<file path="src/rtl/vid_cfg.svh">
// Constants for the vectored interrupt dispatch block: offsets, fields, reset values, vectors.
// Assumes a 32-bit Avalon-MM slave with byte addresses and one aligned word per register.
`ifndef VID_CFG_SVH
`define VID_CFG_SVH

// Source count and index order, highest default priority first
`define VID_NSRC        9
`define VID_SRC_LVI     0
`define VID_SRC_TM51    1
`define VID_SRC_KEY     2
`define VID_SRC_RTC     3
`define VID_SRC_PIN6    4
`define VID_SRC_PIN7    5
`define VID_SRC_MULDIV  6
`define VID_SRC_PIN8    7
`define VID_SRC_PIN9    8
`define VID_NPIN        4

// Vector table addresses
`define VID_VEC_RESET   16'h0000
`define VID_VEC_LVI     16'h0004
`define VID_VEC_TM51    16'h002A
`define VID_VEC_KEY     16'h002C
`define VID_VEC_RTC     16'h002E
`define VID_VEC_PIN6    16'h0030
`define VID_VEC_PIN7    16'h0032
`define VID_VEC_MULDIV  16'h0034
`define VID_VEC_PIN8    16'h0038
`define VID_VEC_PIN9    16'h003A
`define VID_VEC_BREAK   16'h003E

// Register byte offsets
`define VID_OFF_REQ     8'h00
`define VID_OFF_MASK    8'h04
`define VID_OFF_PRIO    8'h08
`define VID_OFF_RISE    8'h0C
`define VID_OFF_FALL    8'h10
`define VID_OFF_PSW     8'h14
`define VID_OFF_LVCTL   8'h18
`define VID_OFF_CUR     8'h1C
`define VID_OFF_STAT    8'h20
`define VID_OFF_CLR     8'h24
`define VID_OFF_IEN     8'h28

// Field positions
`define VID_PSW_IE_BIT  0
`define VID_PSW_ISP_BIT 1
`define VID_LV_MODE_BIT 1
`define VID_CUR_VAL_BIT 16
`define VID_CUR_RST_BIT 17
`define VID_EV_ACK      0
`define VID_EV_BREAK    1
`define VID_EV_RESET    2
`define VID_NEV         3

// Reset values
`define VID_RST_REQ     9'h000
`define VID_RST_MASK    9'h1FF
`define VID_RST_PRIO    9'h1FF
`define VID_RST_EDGE    4'h0
`define VID_RST_PSW     2'h2
`define VID_RST_LVCTL   8'h00

`endif

</file>
<file path="src/rtl/vid_pkg.sv">
// Types shared by the vectored interrupt dispatch block.
// Assumes vid_cfg.svh for the widths that these types carry.
`include "vid_cfg.svh"

package vid_pkg;

  // Maskable request lines from peripherals
  typedef struct packed {
    logic                  tm51_compare_match; // Own compare match of timer 51
    logic                  tm51_carrier_mode;  // Timer 51 in carrier generator mode
    logic                  carrier_timer_match;// High-side carrier match strobe
    logic                  key_input_request;  // Key interrupt detection pulse
    logic                  rtc_tick;           // Constant-period pulse
    logic                  rtc_alarm;          // Alarm match pulse
    logic                  muldiv_done;        // Multiply/divide finished pulse
    logic [`VID_NPIN-1:0]  ext_pin;            // Pin levels 6..9
  } vid_src_type;

  // Reset causes
  typedef struct packed {
    logic reset_pin;
    logic power_on_clear;
    logic watchdog_overflow;
    logic low_voltage_detect;
  } vid_rst_src_type;

  // Vector offered to the CPU core
  typedef struct packed {
    logic        valid;    // Vector stands until taken or a reset cause appears
    logic        is_reset; // Reset vector, not an interrupt
    logic [15:0] addr;     // Table address
  } vid_vector_type;

  // Dispatcher states, one-hot
  typedef enum logic [2:0] {
    VID_IDLE  = 3'b001,
    VID_OFFER = 3'b010,
    VID_RESET = 3'b100
  } vid_state_type;

endpackage : vid_pkg

</file>
<file path="src/rtl/vid_edge_detect.sv">
// Edge detection for external pin requests 6..9 with separate rise and fall enables.
// Assumes pin levels are synchronous to clk_i.
`timescale 1ns/10ps
`default_nettype none
`include "vid_cfg.svh"

module vid_edge_detect (
  input  wire logic                 clk_i,
  input  wire logic                 reset_i,
  input  wire logic [`VID_NPIN-1:0] pin_i,
  input  wire logic [`VID_NPIN-1:0] rise_en_i,
  input  wire logic [`VID_NPIN-1:0] fall_en_i,
  output logic      [`VID_NPIN-1:0] event_o
);
  import vid_pkg::*;

  logic [`VID_NPIN-1:0] pin_q;   // Previous pin level

  // Remember last level to find edges
  always_ff @(posedge clk_i or posedge reset_i) begin
    if (reset_i) begin
      pin_q <= '0;
    end else begin
      pin_q <= pin_i;
    end
  end

  // One detector per pin, each edge gated by its own enable
  for (genvar g = 0; g < `VID_NPIN; g++) begin : g_pin
    assign event_o[g] = (rise_en_i[g] & pin_i[g] & ~pin_q[g])
                      | (fall_en_i[g] & ~pin_i[g] & pin_q[g]);
  end

endmodule : vid_edge_detect
`default_nettype wire

</file>
<file path="src/rtl/vid_prio_pick.sv">
// Fixed-priority pick among eligible maskable sources, high priority group first.
// Assumes index 0 is the highest default priority.
`timescale 1ns/10ps
`default_nettype none
`include "vid_cfg.svh"

module vid_prio_pick (
  input  wire logic [`VID_NSRC-1:0] eligible_i,
  input  wire logic [`VID_NSRC-1:0] prio_i,
  output logic                      found_o,
  output logic [3:0]                index_o
);
  import vid_pkg::*;

  logic [`VID_NSRC-1:0] high_grp; // Eligible sources with priority flag clear
  logic [`VID_NSRC-1:0] pick_set; // Group that wins this cycle

  assign high_grp = eligible_i & ~prio_i;
  assign pick_set = (|high_grp) ? high_grp : eligible_i;
  assign found_o  = |eligible_i;

  // Lowest index wins inside the chosen group
  always_comb begin
    index_o = 4'h0;
    for (int i = `VID_NSRC - 1; i >= 0; i--) begin
      if (pick_set[i]) begin
        index_o = 4'(i);
      end
    end
  end

endmodule : vid_prio_pick
`default_nettype wire

</file>
<file path="src/rtl/vid_top.sv">
// Vectored interrupt dispatch: request flags, masks, priority pick, vectors, resets.
// Assumes an Avalon-MM master on clk_i and a CPU core that takes one vector at a time.
`timescale 1ns/10ps
`default_nettype none
`include "vid_cfg.svh"

module vid_top (
  input  wire logic                     clk_i,
  input  wire logic                     reset_i,
  // Avalon-MM slave
  input  wire logic [7:0]               avs_address_i,
  input  wire logic                     avs_read_i,
  input  wire logic                     avs_write_i,
  input  wire logic [31:0]              avs_writedata_i,
  output logic      [31:0]              avs_readdata_o,
  output logic                          avs_waitrequest_o,
  // Request sources and reset causes
  input  wire vid_pkg::vid_src_type     src_i,
  input  wire vid_pkg::vid_rst_src_type rst_src_i,
  // CPU core side
  input  wire logic                     break_instruction_i,
  input  wire logic                     cpu_take_i,
  output vid_pkg::vid_vector_type       vector_o,
  output logic                          reset_request_o,
  output logic                          irq_o
);
  import vid_pkg::*;

  // Software-visible state
  logic [`VID_NSRC-1:0] req_flag;        // Request flags
  logic [`VID_NSRC-1:0] mask_flag;       // Mask flags, 1 masks
  logic [`VID_NSRC-1:0] priority_flag;   // 0 high group, 1 low group
  logic [`VID_NPIN-1:0] rising_edge_enable;
  logic [`VID_NPIN-1:0] falling_edge_enable;
  logic                 global_enable_flag;
  logic                 in_service_priority; // 1 lets the low group in
  logic [7:0]           lowvolt_control_reg;
  logic [`VID_NEV-1:0]  irq_status;      // Sticky events
  logic [`VID_NEV-1:0]  irq_enable;      // Event enables

  // Dispatch state
  vid_state_type        state;
  logic [3:0]           offer_idx;       // Source being offered
  logic                 offer_is_break;  // Offer is the software interrupt
  logic                 break_pending;   // Break waiting for the dispatcher
  logic                 lv_q;            // Last low-voltage level

  // Bus decode
  logic                 bus_wr;          // Write takes effect this edge
  logic                 bus_rd_start;    // Read captured this edge
  logic [31:0]          next_readdata;

  // Combinational helpers
  logic [`VID_NSRC-1:0] hw_set;          // Hardware request events
  logic [`VID_NPIN-1:0] pin_event;
  logic                 lv_rise;
  logic                 lv_as_reset;
  logic                 any_reset;
  logic [`VID_NSRC-1:0] eligible;
  logic                 pick_found;
  logic [3:0]           pick_idx;
  logic                 taken;           // CPU took the offered vector
  logic [15:0]          next_vec;
  logic [`VID_NEV-1:0]  ev_set;

  // Pin edges
  vid_edge_detect u_edge (
    .clk_i     (clk_i),
    .reset_i   (reset_i),
    .pin_i     (src_i.ext_pin),
    .rise_en_i (rising_edge_enable),
    .fall_en_i (falling_edge_enable),
    .event_o   (pin_event)
  );

  // Low-voltage detection is a level; only its rise raises an event
  always_ff @(posedge clk_i or posedge reset_i) begin
    if (reset_i) begin
      lv_q <= 1'b0;
    end else begin
      lv_q <= rst_src_i.low_voltage_detect;
    end
  end

  assign lv_rise     = rst_src_i.low_voltage_detect & ~lv_q;
  assign lv_as_reset = lowvolt_control_reg[`VID_LV_MODE_BIT];
  assign any_reset   = rst_src_i.reset_pin | rst_src_i.power_on_clear
                     | rst_src_i.watchdog_overflow
                     | (lv_as_reset & rst_src_i.low_voltage_detect);

  // Hardware request events, one per source
  always_comb begin
    hw_set = '0;
    hw_set[`VID_SRC_LVI]    = lv_rise & ~lv_as_reset;
    // Carrier mode swaps the trigger to the carrier match strobe
    hw_set[`VID_SRC_TM51]   = src_i.tm51_carrier_mode ? src_i.carrier_timer_match
                                                      : src_i.tm51_compare_match;
    hw_set[`VID_SRC_KEY]    = src_i.key_input_request;
    hw_set[`VID_SRC_RTC]    = src_i.rtc_tick | src_i.rtc_alarm;
    hw_set[`VID_SRC_PIN6]   = pin_event[0];
    hw_set[`VID_SRC_PIN7]   = pin_event[1];
    hw_set[`VID_SRC_MULDIV] = src_i.muldiv_done;
    hw_set[`VID_SRC_PIN8]   = pin_event[2];
    hw_set[`VID_SRC_PIN9]   = pin_event[3];
  end

  // Only unmasked requests pass, and only with global enable set;
  // while a high-group routine runs, low-group sources wait
  assign eligible = req_flag & ~mask_flag
                  & {`VID_NSRC{global_enable_flag}}
                  & (in_service_priority ? {`VID_NSRC{1'b1}} : ~priority_flag);

  vid_prio_pick u_pick (
    .eligible_i (eligible),
    .prio_i     (priority_flag),
    .found_o    (pick_found),
    .index_o    (pick_idx)
  );

  // Vector table lookup for the picked source
  always_comb begin
    unique case (pick_idx)
      4'h0:    next_vec = `VID_VEC_LVI;
      4'h1:    next_vec = `VID_VEC_TM51;
      4'h2:    next_vec = `VID_VEC_KEY;
      4'h3:    next_vec = `VID_VEC_RTC;
      4'h4:    next_vec = `VID_VEC_PIN6;
      4'h5:    next_vec = `VID_VEC_PIN7;
      4'h6:    next_vec = `VID_VEC_MULDIV;
      4'h7:    next_vec = `VID_VEC_PIN8;
      4'h8:    next_vec = `VID_VEC_PIN9;
      default: next_vec = `VID_VEC_RESET;  // Index above 8 cannot be picked
    endcase
  end

  assign taken = (state == VID_OFFER) & cpu_take_i;

  // Bus handshake: one wait cycle, then the access completes
  assign bus_wr       = avs_write_i & ~avs_waitrequest_o;
  assign bus_rd_start = avs_read_i & avs_waitrequest_o;

  always_ff @(posedge clk_i or posedge reset_i) begin
    if (reset_i) begin
      avs_waitrequest_o <= 1'b1;
    end else begin
      avs_waitrequest_o <= ~((avs_read_i | avs_write_i) & avs_waitrequest_o);
    end
  end

  // Read mux; unmapped offsets and the clear register read as zero
  always_comb begin
    next_readdata = 32'h0000_0000;
    unique case (avs_address_i)
      `VID_OFF_REQ:   next_readdata[`VID_NSRC-1:0] = req_flag;
      `VID_OFF_MASK:  next_readdata[`VID_NSRC-1:0] = mask_flag;
      `VID_OFF_PRIO:  next_readdata[`VID_NSRC-1:0] = priority_flag;
      `VID_OFF_RISE:  next_readdata[`VID_NPIN-1:0] = rising_edge_enable;
      `VID_OFF_FALL:  next_readdata[`VID_NPIN-1:0] = falling_edge_enable;
      `VID_OFF_PSW: begin
        next_readdata[`VID_PSW_IE_BIT]  = global_enable_flag;
        next_readdata[`VID_PSW_ISP_BIT] = in_service_priority;
      end
      `VID_OFF_LVCTL: next_readdata[7:0] = lowvolt_control_reg;
      `VID_OFF_CUR: begin
        next_readdata[15:0]             = vector_o.addr;
        next_readdata[`VID_CUR_VAL_BIT] = vector_o.valid;
        next_readdata[`VID_CUR_RST_BIT] = reset_request_o;
      end
      `VID_OFF_STAT:  next_readdata[`VID_NEV-1:0] = irq_status;
      `VID_OFF_IEN:   next_readdata[`VID_NEV-1:0] = irq_enable;
      default:        next_readdata = 32'h0000_0000;
    endcase
  end

  // Read data is loaded at the edge where waitrequest falls
  always_ff @(posedge clk_i or posedge reset_i) begin
    if (reset_i) begin
      avs_readdata_o <= 32'h0000_0000;
    end else if (bus_rd_start) begin
      avs_readdata_o <= next_readdata;
    end
  end

  // Request flags: software may write them, hardware sets win over any clear
  always_ff @(posedge clk_i or posedge reset_i) begin
    if (reset_i) begin
      req_flag <= `VID_RST_REQ;
    end else begin
      // Software write replaces, acceptance clears, new events set last
      req_flag <= ((bus_wr && avs_address_i == `VID_OFF_REQ) ? avs_writedata_i[`VID_NSRC-1:0]
                                                             : req_flag)
                & ~((taken && !offer_is_break) ? (`VID_NSRC'(1) << offer_idx) : '0)
                | hw_set;
    end
  end

  // Mask, priority and edge enable registers
  always_ff @(posedge clk_i or posedge reset_i) begin
    if (reset_i) begin
      mask_flag           <= `VID_RST_MASK;
      priority_flag       <= `VID_RST_PRIO;
      rising_edge_enable  <= `VID_RST_EDGE;
      falling_edge_enable <= `VID_RST_EDGE;
      lowvolt_control_reg <= `VID_RST_LVCTL;
      irq_enable          <= '0;
    end else if (bus_wr) begin
      unique case (avs_address_i)
        `VID_OFF_MASK:  mask_flag           <= avs_writedata_i[`VID_NSRC-1:0];
        `VID_OFF_PRIO:  priority_flag       <= avs_writedata_i[`VID_NSRC-1:0];
        `VID_OFF_RISE:  rising_edge_enable  <= avs_writedata_i[`VID_NPIN-1:0];
        `VID_OFF_FALL:  falling_edge_enable <= avs_writedata_i[`VID_NPIN-1:0];
        `VID_OFF_LVCTL: lowvolt_control_reg <= avs_writedata_i[7:0];
        `VID_OFF_IEN:   irq_enable          <= avs_writedata_i[`VID_NEV-1:0];
        default: begin
          // Other offsets handled elsewhere or ignored
        end
      endcase
    end
  end

  // Status-word flags: accepting a maskable request disables further nesting
  // and records the accepted group; software restores them on return
  always_ff @(posedge clk_i or posedge reset_i) begin
    if (reset_i) begin
      global_enable_flag  <= 1'(`VID_RST_PSW >> `VID_PSW_IE_BIT);
      in_service_priority <= 1'b1;
    end else if (taken && !offer_is_break) begin
      global_enable_flag  <= 1'b0;
      in_service_priority <= priority_flag[offer_idx];
    end else if (taken) begin
      global_enable_flag  <= 1'b0; // Break also enters with interrupts off
    end else if (bus_wr && avs_address_i == `VID_OFF_PSW) begin
      global_enable_flag  <= avs_writedata_i[`VID_PSW_IE_BIT];
      in_service_priority <= avs_writedata_i[`VID_PSW_ISP_BIT];
    end
  end

  // Break stays pending until offered; it never looks at masks or enables
  always_ff @(posedge clk_i or posedge reset_i) begin
    if (reset_i) begin
      break_pending <= 1'b0;
    end else if (break_instruction_i) begin
      break_pending <= 1'b1;
    end else if (state == VID_IDLE && !any_reset) begin
      break_pending <= 1'b0;
    end
  end

  // Dispatcher: reset beats break, break beats maskable requests
  always_ff @(posedge clk_i or posedge reset_i) begin
    if (reset_i) begin
      state           <= VID_RESET;
      offer_idx       <= 4'h0;
      offer_is_break  <= 1'b0;
      vector_o        <= '{valid: 1'b0, is_reset: 1'b1, addr: `VID_VEC_RESET};
      reset_request_o <= 1'b0;
    end else begin
      reset_request_o <= any_reset;
      unique case (state)
        VID_RESET: begin
          // Restart from the reset vector once every cause has gone
          vector_o <= '{valid: 1'b0, is_reset: 1'b1, addr: `VID_VEC_RESET};
          if (!any_reset) begin
            state <= VID_IDLE;
          end
        end
        VID_IDLE: begin
          if (any_reset) begin
            state <= VID_RESET;
          end else if (break_pending) begin
            state          <= VID_OFFER;
            offer_is_break <= 1'b1;
            vector_o       <= '{valid: 1'b1, is_reset: 1'b0, addr: `VID_VEC_BREAK};
          end else if (pick_found) begin
            state          <= VID_OFFER;
            offer_is_break <= 1'b0;
            offer_idx      <= pick_idx;
            vector_o       <= '{valid: 1'b1, is_reset: 1'b0, addr: next_vec};
          end
        end
        VID_OFFER: begin
          // Vector stands until the core takes it or a reset cause appears
          if (any_reset) begin
            state    <= VID_RESET;
            vector_o <= '{valid: 1'b0, is_reset: 1'b1, addr: `VID_VEC_RESET};
          end else if (cpu_take_i) begin
            state          <= VID_IDLE;
            vector_o.valid <= 1'b0;
          end
        end
        default: begin
          state <= VID_RESET;
        end
      endcase
    end
  end

  // Block events for the interrupt line
  assign ev_set[`VID_EV_ACK]   = taken & ~offer_is_break;
  assign ev_set[`VID_EV_BREAK] = taken & offer_is_break;
  assign ev_set[`VID_EV_RESET] = any_reset & ~reset_request_o;

  // Sticky status; a new event in the clearing cycle stays set
  always_ff @(posedge clk_i or posedge reset_i) begin
    if (reset_i) begin
      irq_status <= '0;
    end else begin
      irq_status <= (irq_status
                  & ~((bus_wr && avs_address_i == `VID_OFF_CLR) ? avs_writedata_i[`VID_NEV-1:0] : '0))
                  | ev_set;
    end
  end

  // Level interrupt, registered from the current status and enables
  always_ff @(posedge clk_i or posedge reset_i) begin
    if (reset_i) begin
      irq_o <= 1'b0;
    end else begin
      irq_o <= |(irq_status & irq_enable);
    end
  end

endmodule : vid_top
`default_nettype wire

</file>
<file path="config.mk">
export PLATFORM = sky130hd
export DESIGN_NAME = vid_top
export DESIGN_NICKNAME = d
export VERILOG_FILES = /design/src/rtl/vid_pkg.sv /design/src/rtl/vid_edge_detect.sv /design/src/rtl/vid_prio_pick.sv /design/src/rtl/vid_top.sv
export VERILOG_INCLUDE_DIRS = /design/src /design/src/rtl
export SDC_FILE = /design/constraint.sdc
export NUM_CORES = 1
export LEC_CHECK = 0
export BUFFER_PORTS_ARGS = -buffer_cell sky130_fd_sc_hd__clkbuf_2
export CAP_MARGIN = 20
export CORE_ASPECT_RATIO = 0.5
export CORE_MARGIN = 1
export CORE_UTILIZATION = 30
export CTS_BUF_LIST = sky130_fd_sc_hd__clkbuf_4 sky130_fd_sc_hd__clkbuf_8 sky130_fd_sc_hd__clkbuf_16
export CTS_CLUSTER_SIZE = 16
export DETAILED_ROUTE_END_ITERATION = 16
export GPL_ROUTABILITY_DRIVEN = 1
export HOLD_SLACK_MARGIN = 0.06
export SKIP_CTS_REPAIR_TIMING = 1
export SLEW_MARGIN = 20
export SYNTH_ARGS = -nofsm -noshare
export SYNTH_HDL_FRONTEND = slang
export SYNTH_HIERARCHICAL = 1
export SYNTH_SLANG_ARGS = --single-unit
</file>
<file path="constraint.sdc">
create_clock -name clk_i -period 9 [get_ports clk_i]
set_clock_uncertainty 0.05 [all_clocks]
set_input_delay 2.7 -clock clk_i [delete_from_list [all_inputs] [get_ports clk_i]]
set_output_delay 2.7 -clock clk_i [all_outputs]
set_load 0.005 [all_outputs]
</file>
==> metrics.txt, run 1 <==
die width=189 microns; M1 GR Usage=22.6%; period utilization=50.3%; grt total ovfl=0; synthesized area=5240 sq um; WP data required=9180 ps; Die Height=95.5 microns; DRT iter0 DRCs=301; Post-Route WL=13.9 mm; Clock Latency Late Sink=340 ps; synthesized area per cell=10.4 sq um; Yosys warning total=6; max_cap viols=0; Post-synth top flop=dfrtp_1; Slew HR=41.9%; Clock Sinks=86; Worst Hold Class=reg2reg; Die Area=18000 sq um; area occupied by multi-input gates=2760 sq um; antenna viol nets, final=0; nets=611; RSZ-0062 raised after global routing=no; status=complete, no violations; Clock Tree Buf Depth=2; Critical Path Start Type=input port; P per Cell Area=147 nW/um^2; H-tree levels=3; met3 Use GR=3.72%; Synth top cells by count=64 x dfrtp_1, 45 x mux2_2, 41 x nand2_1, 33 x buf_4, 25 x o21ai_0; Starting Density=31.3%; top cell type's share of synthesized area=30.6%; Max FO, Critical Path=21; post-DR wirelength/cell=17.8 microns; crit end category=flip-flop; hpwl dp=10.4 mm; Rows=33; root buffer cell=clkbuf_16; count of different cell masters after synthesis=80; fillers=1696; total CTS buffers=9; sequential share of the synthesized area=41.6%; largest area contributor in the netlist=dfrtp_1; Post-synth EDFFs=0; most common cell in the netlist=dfrtp_1; vias in the first global route=3718; initial antenna violation count=0; TritonCTS clock tree=built; GRT Util Overall=16.1%; sequential cell area=2180 sq um; largest register by flop count=avs_readdata_o; minimum clock period=4530 ps; peak supply drop=0.0000981 V; Final Max Tran Viols=0; DRC Markers=0; layout cells sized above 1=30.8%; async set or reset register ratio after synthesis=100%; Largest register FFs=11; worst slew pin tran=865 ps; count of final setup violators=0; fmax=221 MHz; final hold violation count=0; CORE AREA=16700 sq um; Worst EP arrival=4710 ps; I/O pins=114; drt pass-1 iters=5; # diodes=0; gp weighted congestion=0.874; Leak Pwr=0.00263 uW; grt met2 use=24.9%; IO buf count=58; Vias=4009; synth top area cells=dfrtp_1 31%, dfstp_2 11%, mux2_2 9.7%; first-pass GRT wire length=21.7 mm; Synth Instances=503; Synth-to-Final Area Change=12.4%; clock slew at reported path FFs=60 ps; drt via density=5.13; largest net degree at the start of global routing=83; Worst Path Class, Setup=in2reg; total power=867 uW; busiest grt layer=met2; final setup TNS=0 ps; Seq cells post-synth=86
[metrics by stage]
step                      setup slack, ps  hold WS [ps]  instance area (sq um)  util (%)  cells
after floorplan                      4180           359                   5360         -    534
after global placement               4170           366                   5580      33.4    766
after detailed placement             4150           367                   5580      33.4    766
after CTS                            4520           377                   5880      35.2    782
after global routing                 4350           388                   5890      35.2    782
final                                4470           373                   5890      35.2    782
[logic make-up after synthesis]
| family | count (synthesis) | share of synthesized area, % |
|---|---|---|
| xor gates and xnor gates | 1 | 0.167 |
| DFF | 86 | 41.6 |
| other | 1 | 0.0716 |
| buffers and inverters | 71 | 8.05 |
| AOI/OAI and AO/OA | 102 | 14.4 |
| and+or+nand+nor | 172 | 20.4 |
| muxes | 70 | 15.3 |
[where the power goes]
part	internal, uW	switching, uW	total, uW
sequential	398	10.2	408
combinational	30.0	52.8	82.8
clock	216	160	376
[cell usage in the layout, fill, tap and decap left out, types with 4 or more instances in the layout]
| master | n |
|---|---|
| nor3_1 | 21 |
| dfstp_2 | 22 |
| dfrtp_1 | 64 |
| inv_1 | 15 |
| mux2i_1 | 21 |
| nand3_1 | 6 |
| nand3b_1 | 6 |
| nand2b_1 | 11 |
| o22ai_1 | 4 |
| a211oi_1 | 4 |
| o21bai_1 | 6 |
| and3_1 | 5 |
| nand2_1 | 41 |
| nor2_1 | 21 |
| o21ai_0 | 25 |
| mux2_2 | 45 |
| a21oi_1 | 7 |
| a22o_1 | 4 |
| o32ai_1 | 6 |
| clkbuf_16 | 9 |
| a21boi_0 | 5 |
| and2_1 | 5 |
| nor2b_1 | 19 |
| nand4_1 | 4 |
| o211ai_1 | 4 |
| clkbuf_2 | 58 |
| conb_1 | 32 |
[layer usage]
metal	routed length, microns	part of all wire [%]	vias to the layer above
met3	645	4.6	11
met4	125	0.90	0
met2	6220	45	131
li1	-	-	1876
met5	0	0	-
met1	6930	50	1991
[area by class of cell]
class	instances	area share (%)
tap	227	4.82
multi-input combinational	377	46.9
timing repair buffer	59	5.12
clock inverter	7	1.23
sequential	86	37.0
clock buffer	9	3.82
inverter	17	1.10
[worst paths after layout]
kind	slack, ps	endpoint	startpoint	cells past startpoint
setup / recovery	4470	req_flag[8]	avs_address_i[4]	5
hold / removal	370	req_flag[0]	lv_q	1
setup reg to reg	4780	vector_o[4]	priority_flag[3]	12
hold reg to reg	370	req_flag[0]	lv_q	1
max in group asynchronous	5880	req_flag[7]	reset_i	3
min in group asynchronous	2180	u_edge/pin_q[3]	reset_i	2
[worst max-delay path, stage by stage]
cell and delay (ps):
clkbuf_2 320, nor4_4 640, nand3_2 440, mux2_4 420, a21o_1 180
No activity file was read; power rests on OpenSTA's default activity.
==> run 2: changes to the inputs <==
- clock period: 9 -> 4 ns (I/O delays scaled with it)
==> run 2 against run 1 <==
  * Worst hold slack improved by 15 ps
  * Sequential power is 120% higher
  * Register-to-register slack worse by 4500 ps
  * Critical path type is now reg2reg
  * Highest routed layer unchanged
==> metrics.txt, run 2 (synthesis results as in run 1) <==
Post-Route WL=14.1 mm; antenna viol nets, final=0; largest register by flop count=avs_readdata_o; Synth-to-Final Area Change=15.2%; grt total ovfl=0; total CTS buffers=9; die width=189 microns; largest net degree at the start of global routing=83; Leak Pwr=0.00272 uW; Clock Latency Late Sink=340 ps; DRC Markers=0; Worst Hold Class=reg2reg; CORE AREA=16700 sq um; count of final setup violators=0; drt pass-1 iters=5; max_cap viols=0; P per Cell Area=347 nW/um^2; worst setup margin=302 ps; WP data required=4140 ps; Die Height=95.5 microns; RSZ-0062 raised after global routing=no; status=complete, no violations; Slew HR=32.4%; gp weighted congestion=0.847; vias in the first global route=3950; nets=621; layout cells sized above 1=32.4%; root buffer cell=clkbuf_16; DRT iter0 DRCs=348; fmax=270 MHz; crit end category=flip-flop; minimum clock period=3700 ps; Final Max Tran Viols=0; pre-CTS worst setup slack=182 ps; Die Area=18000 sq um; post-layout util=36.1%; Max FO, Critical Path=11; total power=2100 uW; peak supply drop=0.000216 V; final hold violation count=0; first-pass GRT wire length=22.2 mm; Vias=4079; Rows=33; clock slew at reported path FFs=60 ps; final setup TNS=0 ps; slowest stage delay, CP=550 ps; highest-delay cell along the critical path=dfrtp_1; I/O pins=114; Worst Path Class, Setup=reg2reg; Clock Sinks=86; period utilization=92.5%; Clock Tree Buf Depth=2; commonest non-fill, non-tap cells in the layout=64 x dfrtp_1, 58 x clkbuf_2, 45 x mux2_2; Hold WS=389 ps; crit path cell chain=nand2_1, nor3_2, nor2b_4, a2111o_1, or3_1, a21o_1, a221o_1, a311oi_1, nor3_1, and2_1, a211oi_1, o32ai_1; commonest non-fill, non-tap cell in the layout=dfrtp_1; Starting Density=31.3%; initial antenna violation count=0; post-DR wirelength/cell=17.8 microns; Worst EP arrival=3830 ps; # diodes=0; critical path's top delay family=compound AO/OA/AOI/OAI gates; drt via density=5.15; GRT Util Overall=16.3%; Critical Path Start Type=flip-flop; Buf/Inv on CP=0; Largest register FFs=11; TritonCTS clock tree=built; H-tree levels=3; hpwl dp=10.6 mm; worst slew pin tran=1010 ps; IO buf count=58
-- run 2: changes by cell type in the layout (fill, tap and decap cells not counted), moves of 2 or more --
cell / delta
buf_4: +10
clkinv_2: -2
bufinv_16: +2
nor3_1: -2
inv_6: -2
nor3_2: +2
-- run 2: where the power goes --
group	total (uW)	switching, uW	internal, uW
logic	194	122	72.6
clock network	985	349	636
registers	917	21.9	895
-- run 2: stage by stage --
stage / cells / cell area [sq um]
finish: 792 / 6030
global route: 792 / 6030
floorplan: 534 / 5360
CTS: 792 / 6020
detailed placement: 776 / 5670
global placement: 776 / 5670
-- run 2: worst register-to-register path, cell delays in order, from the launching register on --
cell and delay, ps:
dfrtp_1 550, nand2_1 160, nor3_2 80, nor2b_4 140, a2111o_1 430, or3_1 440
a21o_1 230, a221o_1 320, a311oi_1 430, nor3_1 130, and2_1 210, a211oi_1 250
o32ai_1 130
-- run 2: area by class of cell --
cell class | instances | area, sq um
well taps | 227 | 284
flip-flops and latches | 86 | 2180
fillers | 1655 | 10700
inverters | 17 | 65.1
clock buffers | 11 | 246
repair buffers | 69 | 385
multi-input cells | 377 | 2770
clock inverters | 5 | 106
-- run 2: final timing paths --
kind	from	end	slack, ps	cells after the start
worst min-delay path	lv_q	req_flag[0]	390	1
worst max-delay path	global_enable_flag	vector_o[4]	300	12
worst min register to register	lv_q	req_flag[0]	390	1
max in group asynchronous	reset_i	mask_flag[5]	2640	3
worst max register to register	global_enable_flag	vector_o[4]	300	12
min in group asynchronous	reset_i	u_edge/pin_q[1]	690	2
-- run 2: metal layers --
metal  wire, microns  share of wire (%)  GRT usage [%]
met2            6250                 44           25.7
met4             172                1.2           4.30
met3             928                6.6           4.49
met5               0                  0              0
met1            6730                 48           22.0
==> run 3: changes to the inputs <==
- CORE_ASPECT_RATIO: 0.5 -> 1.1
==> run 3 against run 2 <==
  * Global-route usage increased by 0.20 points
  * Via count decreased by 1.2%
  * Largest power group is now registers
  * Largest cell class unchanged
  * Clock-buffer cell count increased by 3
==> metrics.txt, run 3 (synthesis results as in run 1) <==
Post-Route WL=14.0 mm; fillers=1732; drt pass-1 iters=5; area post-placement=5670 sq um; final setup TNS=0 ps; Hold EP=req_flag[0]; Min-Delay Startpoint=lv_q; fin area=6000 sq um; die width=128 microns; Starting Density=30.7%; Vias=4029; Rows=50; FF-to-FF setup slack=280 ps; Synth-to-Final Area Change=14.6%; layout cells sized above 1=32.7%; total CTS buffers=9; cell depth of the worst flop-to-flop path=13; Worst Path Class, Setup=reg2reg; hpwl dp=10.8 mm; start point of the critical path=priority_flag[3]; drt via density=5.04; P per Cell Area=332 nW/um^2; worst slew pin tran=949 ps; largest register by flop count=avs_readdata_o; area occupied by multi-input gates=2770 sq um; sequential cell area=2180 sq um; largest net degree at the start of global routing=40; terminus of the critical flop-to-flop path=vector_o[3]; crit end category=flip-flop; gp weighted congestion=0.894; Slew HR=36.6%; TritonCTS clock tree=built; clock slew at reported path FFs=60 ps; fmax=269 MHz; DRC Markers=0; CORE AREA=17100 sq um; Leak Pwr=0.00270 uW; Worst Hold Path Cells=1; commonest non-fill, non-tap cell in the layout=dfrtp_1; initial antenna violation count=0; Die Height=141 microns; I/O pins=114; pre-CTS worst setup slack=223 ps; final hold violation count=0; Final Max Tran Viols=0; count of final setup violators=0; Clock Tree Buf Depth=2; RSZ-0062 raised after global routing=no; max_cap viols=0; minimum clock period=3720 ps; status=complete, no violations; WP data required=4140 ps; Max FO, Critical Path=7; period utilization=93.0%; Worst Hold Class=reg2reg; worst setup margin=281 ps; RR Startpoint=priority_flag[3]; grt total ovfl=0; antenna viol nets, final=0; Clock Latency Late Sink=340 ps; Clock Sinks=86; GRT Util Overall=16.5%; commonest non-fill, non-tap cells in the layout=64 x dfrtp_1, 58 x clkbuf_2, 45 x mux2_2; peak supply drop=0.000205 V; H-tree levels=3; first-pass GRT wire length=22.6 mm; vias in the first global route=4035; Worst EP arrival=3860 ps; Hold WS=384 ps; root buffer cell=clkbuf_16; # diodes=0; Critical Path Start Type=flip-flop; Largest register FFs=11; IO buf count=58; nets=622; DRT iter0 DRCs=240; post-DR wirelength/cell=17.5 microns; Die Area=18000 sq um
-- run 3: final cells by class --
type                       count  area share (%)
multi-input combinational    377            46.2
sequential                    86            36.3
timing repair buffer          70            6.33
tap                          234            4.88
clock buffer                  14            4.58
inverter                      17            1.08
clock inverter                 2           0.646
-- run 3: layer usage --
metal  global-route usage [%]  wire length, microns  vias up
met4                     6.50                   330        0
met1                     21.3                  6110     1965
li1                         -                     -     1897
met3                     2.92                   717       23
met2                     27.3                  6870      144
met5                        0                     0        -
-- run 3: how the worst max path moves through the flow --
stage                     depth (start not counted)          end  slack [ps]
after floorplan                                  13  vector_o[4]         490
after global placement                           13  vector_o[3]         320
after detailed placement                         12  vector_o[3]         220
after CTS                                        12  vector_o[3]         210
after global routing                             12  vector_o[3]          10
final                                            13  vector_o[3]         280
-- run 3: through the flow --
step | instances | utilization [%] | total power [uW]
final | 800 | 35.2 | 1990
after global routing | 800 | 35.2 | 2070
after CTS | 800 | 35.1 | 2010
after detailed placement | 784 | 33.2 | 1130
after global placement | 784 | 33.2 | 1120
after floorplan | 534 | - | 1070
-- run 3: worst max-delay path, stage by stage, from the launching register on --
cell      delay (ps)
dfstp_2          620
nor2b_1          160
nor3_1            80
nor2b_4          130
a2111o_1         420
or3_1            420
a21o_1           230
a221o_1          310
a311oi_1         270
buf_4            180
nor3_1            70
and2_1           200
a211oi_1         280
o32ai_1          140
-- run 3: report_power, final --
| part | leakage, uW | switching, uW | internal, uW |
|---|---|---|---|
| clock | 0.000158 | 338 | 542 |
| sequential | 0.00106 | 23.6 | 896 |
| combinational | 0.00149 | 120 | 72.8 |
